### src/design/rcl_pkg.sv
package rcl_pkg;

  // Number of analog peripherals that can raise reference requests
  localparam int unsigned RCL_NUM_REQ = 4;

  // Register offsets on the plain register port
  localparam logic [3:0] RCL_OFS_CTRL = 4'h0;
  localparam logic [3:0] RCL_OFS_LEGACY = 4'h1;
  localparam logic [3:0] RCL_OFS_STATUS = 4'h2;

  // Control register field positions
  localparam int unsigned RCL_CTRL_FORCE_ON_BIT = 0;
  localparam int unsigned RCL_CTRL_OUT_EN_BIT = 1;
  localparam int unsigned RCL_CTRL_TC_DIS_BIT = 2;
  localparam int unsigned RCL_CTRL_VSEL_LSB = 4;
  localparam int unsigned RCL_CTRL_MASTER_BIT = 7;

  // Legacy converter field positions
  localparam int unsigned RCL_LEG_ON_BIT = 0;
  localparam int unsigned RCL_LEG_HIGH_BIT = 1;
  localparam int unsigned RCL_LEG_TC_OFF_BIT = 2;
  localparam int unsigned RCL_LEG_OUT_BIT = 3;
  localparam int unsigned RCL_LEG_SPEED_BIT = 4;
  localparam int unsigned RCL_LEG_BURST_BIT = 5;

  // Status register field positions
  localparam int unsigned RCL_STS_GEN_EN_BIT = 0;
  localparam int unsigned RCL_STS_SAMPLED_BIT = 1;
  localparam int unsigned RCL_STS_MASTER_BIT = 2;

  // Reset values: master select set by default
  localparam logic [7:0] RCL_CTRL_RESET = 8'h80;
  localparam logic [7:0] RCL_LEGACY_RESET = 8'h00;

  // Device variants
  localparam logic [1:0] RCL_VAR_TWELVE = 2'h0;
  localparam logic [1:0] RCL_VAR_TEN = 2'h1;
  localparam logic [1:0] RCL_VAR_SIGMA = 2'h2;

  // Variable level encodings
  typedef enum logic [1:0] {
    RCL_LVL_1V5 = 2'h0,
    RCL_LVL_2V0 = 2'h1,
    RCL_LVL_2V5 = 2'h2
  } rcl_level_t;

  // Low-power oscillator duty: on for one of this many cycles
  localparam logic [3:0] RCL_DUTY_PERIOD = 4'h8;

  // Per-module request bundle
  typedef struct packed {
    logic [RCL_NUM_REQ-1:0] gen;
    logic [RCL_NUM_REQ-1:0] bg;
    logic [RCL_NUM_REQ-1:0] sampled;
  } rcl_req_t;

  // Analog control bundle
  typedef struct packed {
    logic gen_en;
    logic bandgap_en;
    logic bandgap_clk_en;
    logic sampled;
    rcl_level_t level;
    logic ext_buf_en;
    logic bg_line_en;
    logic temp_en;
    logic afe_bias_en;
    logic burst_en;
    logic speed;
  } rcl_analog_t;

endpackage

### src/design/rcl_bg_sampler.sv
`timescale 1ns/1ps
// Reduced duty-cycle clock gate for the bandgap, paced by the oscillator tick
module rcl_bg_sampler
  import rcl_pkg::*;
(
  input wire logic clk_i,
  input wire logic rst_b_i,
  input wire logic osc_tick_i,
  input wire logic sampled_i,
  input wire logic enable_i,
  output logic bg_clk_en_o
);

  logic [3:0] cnt_r;
  logic [3:0] cnt_nxt;
  logic gate_r;
  logic gate_nxt;

  ////////////////////////////////////////////////////////////////////////////
  // Next state: static mode keeps the gate solid on
  always_comb
  begin
    cnt_nxt = cnt_r;
    gate_nxt = 1'b0;
    if (!enable_i)
    begin
      cnt_nxt = 4'h0;
    end
    else if (!sampled_i)
    begin
      cnt_nxt = 4'h0;
      gate_nxt = 1'b1;
    end
    else if (osc_tick_i)
    begin
      gate_nxt = (cnt_r == 4'h0);
      cnt_nxt = (cnt_r == RCL_DUTY_PERIOD - 4'h1) ? 4'h0 : cnt_r + 4'h1;
    end
    else
    begin
      gate_nxt = gate_r;
    end
  end

  // Registers
  always_ff @(posedge clk_i or negedge rst_b_i)
  begin
    if (!rst_b_i)
    begin
      cnt_r <= 4'h0;
      gate_r <= 1'b0;
    end
    else
    begin
      cnt_r <= cnt_nxt;
      gate_r <= gate_nxt;
    end
  end

  assign bg_clk_en_o = gate_r;

endmodule

### src/design/rcl_top.sv
`timescale 1ns/1ps
// Operation
// - Sampled mode clocks bandgap from oscillator at reduced duty; else static.
// - Any active static request forces static mode for all.
// - Master select 1 (reset default) takes control from central register.
// - Master set on twelve-bit: legacy on/level/temp/out ignored; speed, burst still act.
// - Master clear: central settings ignored, legacy bits govern reference.
// - Force-on keeps generator and bandgap enabled; level buffer also needs output enable.
// - Force-on clear disables generator only with no generator request pending.
// - Level select picks 1.5/2.0/2.5 V when generator is on.
// - Non-sigma-delta: output enable routes level line off-chip via buffer.
// - Temperature sensor disable bit switches sensor off.
// - Sigma-delta: force-on also enables analog front-end biases.
// - Sigma-delta: output enable drives buffered bandgap line when on or requested.
// - Generator request is OR of all module generator requests.
// - Mode request is AND of module sampled requests; 1 means sampled.
// - A module's mode request counts only while it requests generator or bandgap.
// - Readable indicator shows static or sampled bandgap operation.
module rcl_top
  import rcl_pkg::*;
#(
  parameter logic [1:0] VARIANT = 2'h0,
  parameter logic HAS_TEMP_SENSOR = 1'b1
)
(
  input wire logic clk_i,
  input wire logic rst_b_i,
  input wire logic [3:0] addr_i,
  input wire logic [7:0] wdata_i,
  input wire logic wr_i,
  input wire logic rd_i,
  output logic [7:0] rdata_o,
  input wire rcl_pkg::rcl_req_t req_i,
  input wire logic osc_tick_i,
  output rcl_pkg::rcl_analog_t analog_o
);

  logic rst_meta_r;
  logic rst_sync_r;
  logic [7:0] ctrl_r;
  logic [7:0] ctrl_nxt;
  logic [7:0] legacy_r;
  logic [7:0] legacy_nxt;
  logic [7:0] rdata_r;
  logic [7:0] rdata_nxt;
  rcl_analog_t ana_r;
  rcl_analog_t ana_nxt;
  logic master;
  logic force_on;
  logic out_en;
  logic tc_dis;
  rcl_level_t level;
  logic gen_req;
  logic bg_req;
  logic mode_req;
  logic sampled;
  logic gen_en;
  logic bg_clk_en;

  // Convert a raw two-bit level field, holding the reserved code at 1.5 V
  function automatic rcl_level_t rcl_decode_level(input logic [1:0] raw);
    rcl_level_t lv;
    case (raw)
      2'h1: lv = RCL_LVL_2V0;
      2'h2: lv = RCL_LVL_2V5;
      default: lv = RCL_LVL_1V5;
    endcase
    return lv;
  endfunction

  ////////////////////////////////////////////////////////////////////////////
  // Reset release through two flops; assertion stays asynchronous
  always_ff @(posedge clk_i or negedge rst_b_i)
  begin
    if (!rst_b_i)
    begin
      rst_meta_r <= 1'b0;
      rst_sync_r <= 1'b0;
    end
    else
    begin
      rst_meta_r <= 1'b1;
      rst_sync_r <= rst_meta_r;
    end
  end

  ////////////////////////////////////////////////////////////////////////////
  // Register writes and read data
  always_comb
  begin
    ctrl_nxt = ctrl_r;
    legacy_nxt = legacy_r;
    rdata_nxt = 8'h00;
    if (wr_i)
    begin
      case (addr_i)
        RCL_OFS_CTRL: ctrl_nxt = wdata_i & 8'hb7;
        RCL_OFS_LEGACY: legacy_nxt = wdata_i & 8'h3f;
        default: ctrl_nxt = ctrl_r;
      endcase
    end
    if (rd_i)
    begin
      case (addr_i)
        RCL_OFS_CTRL: rdata_nxt = ctrl_r;
        RCL_OFS_LEGACY: rdata_nxt = legacy_r;
        RCL_OFS_STATUS:
        begin
          rdata_nxt[RCL_STS_GEN_EN_BIT] = ana_r.gen_en;
          rdata_nxt[RCL_STS_SAMPLED_BIT] = ana_r.sampled;
          rdata_nxt[RCL_STS_MASTER_BIT] = master;
        end
        default: rdata_nxt = 8'h00; // Unmapped reads as zero
      endcase
    end
  end

  always_ff @(posedge clk_i or negedge rst_sync_r)
  begin
    if (!rst_sync_r)
    begin
      ctrl_r <= RCL_CTRL_RESET;
      legacy_r <= RCL_LEGACY_RESET;
      rdata_r <= 8'h00;
    end
    else
    begin
      ctrl_r <= ctrl_nxt;
      legacy_r <= legacy_nxt;
      rdata_r <= rdata_nxt;
    end
  end

  assign rdata_o = rdata_r;

  ////////////////////////////////////////////////////////////////////////////
  // Source selection. Legacy mode only exists on the twelve-bit converter;
  // other variants pin master high in case software misbehaves.
  // legacy unsupported elsewhere
  assign master = ctrl_r[RCL_CTRL_MASTER_BIT] | (VARIANT != RCL_VAR_TWELVE);

  always_comb
  begin
    force_on = ctrl_r[RCL_CTRL_FORCE_ON_BIT];
    out_en = ctrl_r[RCL_CTRL_OUT_EN_BIT];
    tc_dis = ctrl_r[RCL_CTRL_TC_DIS_BIT];
    level = rcl_decode_level(ctrl_r[RCL_CTRL_VSEL_LSB +: 2]);
    if (!master)
    begin
      force_on = legacy_r[RCL_LEG_ON_BIT];
      out_en = legacy_r[RCL_LEG_OUT_BIT];
      tc_dis = legacy_r[RCL_LEG_TC_OFF_BIT];
      level = legacy_r[RCL_LEG_HIGH_BIT] ? RCL_LVL_2V5 : RCL_LVL_1V5;
    end
  end

  ////////////////////////////////////////////////////////////////////////////
  // Request combination
  always_comb
  begin
    gen_req = |req_i.gen;
    bg_req = |req_i.bg;
    mode_req = 1'b1;
    for (int i = 0; i < RCL_NUM_REQ; i++)
    begin
      if (req_i.gen[i] || req_i.bg[i])
      begin
        mode_req = mode_req & req_i.sampled[i];
      end
    end
  end

  assign gen_en = force_on | gen_req;

  // static overrides sampled; force-on with no voter stays static
  assign sampled = mode_req & (gen_req | bg_req) & ~force_on;

  ////////////////////////////////////////////////////////////////////////////
  // Duty-cycle gate for sampled operation
  // oscillator-paced sampling
  rcl_bg_sampler u_sampler (
    .clk_i(clk_i),
    .rst_b_i(rst_sync_r),
    .osc_tick_i(osc_tick_i),
    .sampled_i(sampled),
    .enable_i(gen_en | bg_req),
    .bg_clk_en_o(bg_clk_en)
  );

  ////////////////////////////////////////////////////////////////////////////
  // Analog control outputs, registered so the analog side sees clean levels
  always_comb
  begin
    ana_nxt = '0;
    ana_nxt.gen_en = gen_en;
    ana_nxt.bandgap_en = gen_en | bg_req;
    ana_nxt.bandgap_clk_en = bg_clk_en;
    ana_nxt.sampled = sampled;
    ana_nxt.level = gen_en ? level : RCL_LVL_1V5;
    if (VARIANT == RCL_VAR_SIGMA)
    begin
      ana_nxt.afe_bias_en = force_on;
      ana_nxt.bg_line_en = out_en & (force_on | bg_req);
    end
    else
    begin
      ana_nxt.ext_buf_en = out_en & gen_en;
    end
    ana_nxt.temp_en = HAS_TEMP_SENSOR & force_on & ~tc_dis;
    // Speed and burst always come from the converter
    ana_nxt.burst_en = legacy_r[RCL_LEG_BURST_BIT] & force_on;
    ana_nxt.speed = legacy_r[RCL_LEG_SPEED_BIT];
  end

  always_ff @(posedge clk_i or negedge rst_sync_r)
  begin
    if (!rst_sync_r)
    begin
      ana_r <= '0;
    end
    else
    begin
      ana_r <= ana_nxt;
    end
  end

  assign analog_o = ana_r;

endmodule

### config.mk
export PLATFORM = sky130hd
export DESIGN_NAME = rcl_top
export DESIGN_NICKNAME = d
export VERILOG_FILES = /design/src/design/rcl_pkg.sv /design/src/design/rcl_bg_sampler.sv /design/src/design/rcl_top.sv
export SDC_FILE = /design/constraint.sdc
export NUM_CORES = 1
export LEC_CHECK = 0
export BUFFER_PORTS_ARGS = -buffer_cell sky130_fd_sc_hd__buf_2
export CAP_MARGIN = 10
export CORE_MARGIN = 4
export CORE_UTILIZATION = 40
export CTS_CLUSTER_SIZE = 25
export DETAILED_ROUTE_END_ITERATION = 8
export PLACE_DENSITY = 0.65
export SLEW_MARGIN = 10
export SYNTH_ARGS = -nofsm -noshare
export SYNTH_HDL_FRONTEND = slang
export SYNTH_SLANG_ARGS = --single-unit
### constraint.sdc
create_clock -name clk_i -period 1.26 [get_ports clk_i]
set_input_delay 0 -clock clk_i [delete_from_list [all_inputs] [get_ports clk_i]]
set_output_delay 0 -clock clk_i [all_outputs]
set_load 0.01 [all_outputs]
==> summary by stage <==
Outcome
The flow ran to the end, but the final reports show violations. The final reports fail on setup timing.

STA
The final worst-path cycle share is 1.13. The max-slew violation count is 0. In the post-route analysis, the smallest setup slack over all paths is -0.161 ns. The final critical-path required period is 1.42 ns. Setup repair after global routing could not meet its margin everywhere. On the final layout, the worst clock skew is 0.00468 ns. Setup violations remaining at the end of the flow were counted as 11. The number of hold-slack violations in the final timing report is 0. Static timing analysis puts the maximum clock frequency at slightly above 700 MHz.

Die
For this design the top-level I/O count stands at 49. The floorplan core area is 0.00372 mm². The initial core utilization is 0.420. Measured along the y axis, the die boundary spans 70.4 µm.

The horizontal die dimension is around 70 µm. The die area is 0.00496 mm². The initialized floorplan defines 22 standard-cell rows.

Worst setup path
The count of cells along the worst register-to-register path is 4. The cell at the slowest stage of the critical path is sky130_fd_sc_hd__dfstp_2. The cell class contributing the biggest share of worst-path delay is flip-flops.

The type of element capturing the critical path is a flop. The endpoint arrival time on the critical path is between 1.5 and 2 ns. The setup check on the worst reg-to-reg path leaves a slack of -0.16 ns. The critical path goes through mux2i_4 -> o221ai_2 -> nand4b_4 -> o21ai_2. Of all nets on the critical path, the largest fanout is 6.

The biggest cell delay along the critical path is 0.57 ns. The critical path data required time is 1.47 ns. The critical path in this run is classified as reg2reg.

The kind of start point of the critical path is a flop. The combined buffer and inverter count along the critical path is 0. The critical path depth is 4.

Routing
The post-detailed-route via-to-cell ratio is about 4.8. The mean routed wirelength per cell is ~13 µm. Once detail routing completed, the nets flagged for antenna violations numbered 0. The total wirelength of the detailed-routed design is 3.23 mm. The first-iteration detailed-routing DRC count is 48. For this run, the detailed router's first-pass iteration total came to 4.

Across all layers, the routed design uses 1189 vias. For this run, design rule violations remaining after detail routing come to 0.

Pwr
Cell internal power was estimated by the tool at approximately 2.2 mW. The sequential cell fraction of total power is 0.482. The static leakage is 1.03 nW. The ratio of total power to cell area is 1400 mW/mm². The switching share of power is 0.255. The share of total power dissipated in combinational logic is 0.188. The part of the total power dissipated in the clock network is 0.331. The switching power of the nets is approximately 0.76 mW. The worst-case IR drop observed on VDD is 0.000640 V.

Clock network
For the worst-skew pair, the clock arrives at the later sink with an insertion delay of about 0.28 ns. The tree is rooted in a sky130_fd_sc_hd__clkbuf_8. The number of clock sinks is 36. The clock tree from TritonCTS is yes. The H-tree was split into 2 levels. The longest clock path from root to sink contains 2 buffers. The number of clock buffers added by TritonCTS is 5. The post-CTS clock slew at the launch and capture registers of the worst setup and hold paths is 0.07 ns.

Yosys
The cell area that synthesis handed to floorplanning was 0.00156 mm². Of the synthesized area, sequential elements account for 0.579. The number of enable-type register cells in the synthesized netlist is 0. The yosys synthesis warning count is 0.

The count of state elements after synthesis is 36. In the synthesized netlist the dominant register cell turns out to be sky130_fd_sc_hd__dfrtp_1. The async set or reset register ratio after synthesis is 1.00. The post-synthesis area per instance is 12.1 µm². The post-synthesis cell count is 129.

Summed over all instances, the cell type with the most area after synthesis is sky130_fd_sc_hd__dfrtp_1. In the post-synthesis netlist, the biggest area contributors are sky130_fd_sc_hd__dfrtp_1 (56%), sky130_fd_sc_hd__mux2_2 (8.7%), sky130_fd_sc_hd__mux2i_1 (4.5%). Synthesis instantiated 35 different standard cells from the library. The area share of the largest cell type after synthesis is 0.562.

GRT
Entering global routing, the biggest net connects 15 pins. The via count of the first global-routing pass came to 1222. The combined global-route utilization of all metal layers is 0.140. The first-pass GRT wire length is 5.44 mm. The initial antenna violation count came to 0.

Global routing finished with a remaining overflow of 0.

Layout
After filler insertion, the fill cell instance count of the layout stands at 335. The repair_antennas step left the layout with diodes totalling 0. The layout cell share with drive strength beyond 1 is 0.419. Relative to the synthesized area, the layout overhead comes to 36.4%. The net total in the final layout is around 230. The core utilization of the finished layout is 0.572.

Placed design
Before CTS, the worst setup slack after placement is -0.180 ns. In this run the tool buffered the top-level ports with 44 buffer cells. The placer's final routability congestion estimate is 0.813. The HPWL after detailed placement is 2.50 mm.

Min path
The tightest min-delay check is of the in2async type.

Job
The tool flagged a number of max-cap violations equal to 0.
==> cells by family after synthesis <==
logic type / share of synthesized area
and+or+nand+nor: 0.161
DFF: 0.579
muxes: 0.132
AOI/OAI and AO/OA: 0.0698
buffers and inverters: 0.0329
adders and majority gates: 0.0160
other: 0.00482
xor gates and xnor gates: 0.00562
==> through the flow <==
| step | cells | power (mW) | hold slack (ns) | TNS, ns | cell area (µm²) |
|---|---|---|---|---|---|
| 6_report | 246 | 2.97 | 0.0212 | -1.09 | 2130 |
| 5_1_grt | 246 | 3.13 | 0.0248 | -1.83 | 2130 |
| 4_1_cts | 246 | 3.00 | 0.0142 | -1.21 | 2130 |
| 3_5_place_dp | 228 | 1.98 | -0.211 | -0.933 | 1910 |
| 3_3_place_gp | 228 | 1.95 | -0.214 | -0.462 | 1910 |
| 2_1_floorplan | 131 | 1.78 | -0.296 | -0.639 | 1590 |
==> Yosys cell counts, drive strengths merged (3+ instances only) <==
cell	n
a21oi	4
nor2	15
nor2b	3
o21bai	3
mux2i	7
nand2	7
dfrtp	35
nand2b	3
o21ai	3
mux2	12
inv	5
buf	5
==> cell usage in the layout (no fill, tap or decap), drive strengths merged, types with 3 or more instances in the layout <==
master        n
nand2b        3
o21bai        3
nor2         15
conb          4
dfrtp        35
inv           5
mux2i         7
mux2         12
clkbuf        6
nand2         7
buf          55
nor2b         3
o21ai         3
dlygate4sd3   9
a21oi         4
==> layer usage <==
metal	share of wire	global-route usage	vias up
met4	0.010	0.0319	0
met2	0.48	0.242	40
met5	0	0	-
li1	-	-	580
met3	0.076	0.0489	4
met1	0.44	0.165	565
==> power by group through the flow <==
stage                     clock [mW]  sequential, mW  combinational (mW)
final                          0.981            1.43               0.557
after global routing            1.07            1.45               0.617
after CTS                       1.01            1.43               0.563
after detailed placement           0            1.45               0.523
after global placement             0            1.45               0.507
after floorplan                    0            1.46               0.313
==> worst reg2reg max path, cell delays in order, from the launching register on <==
cell	delay (ns)
sky130_fd_sc_hd__dfstp_2	0.57
sky130_fd_sc_hd__mux2i_4	0.27
sky130_fd_sc_hd__o221ai_2	0.14
sky130_fd_sc_hd__nand4b_4	0.24
sky130_fd_sc_hd__o21ai_2	0.14
==> state kept, by name, indices dropped and copies added, names as in the netlist <==
signal / flops
rst_sync_r: 1
rst_meta_r: 1
rdata_o: 7
analog_o: 10
ctrl_r: 6
legacy_r: 6
u_sampler.bg_clk_en_o: 1
u_sampler.cnt_r: 4
==> layout make-up <==
class,count,area [µm²],area share
flip-flops and latches,36,902,0.424
multi-input cells,85,632,0.297
repair buffers,64,405,0.191
clock buffers,6,72.6,0.0341
well taps,48,60.1,0.0283
clock inverters,2,35.0,0.0165
inverters,5,18.8,0.00883
==> repair_timing <==
action                                 4_1_cts  5_1_grt
endpoints found under the hold margin       15        0
hold buffers                                 9        0
gates resized for setup                      2        1
setup endpoints to repair                   10       11
setup buffers                                1        0
pin swaps                                    0        2
==> final timing paths <==
kind	startpoint	endpoint
max	ctrl_r[7]$_DFFE_PN1P_	u_sampler.bg_clk_en_o$_DFFE_PN0P_
min	rst_b_i	rst_sync_r$_DFF_PN0_
min in group clk_i	rd_i	rdata_o[1]$_DFF_PN0_
max in group asynchronous	rst_sync_r$_DFF_PN0_	legacy_r[4]$_DFFE_PN0P_
min reg2reg	rst_sync_r$_DFF_PN0_	analog_o[1]$_DFF_PN0_
max reg2reg	ctrl_r[7]$_DFFE_PN1P_	u_sampler.bg_clk_en_o$_DFFE_PN0P_
Power figures use the tool's default switching activity.
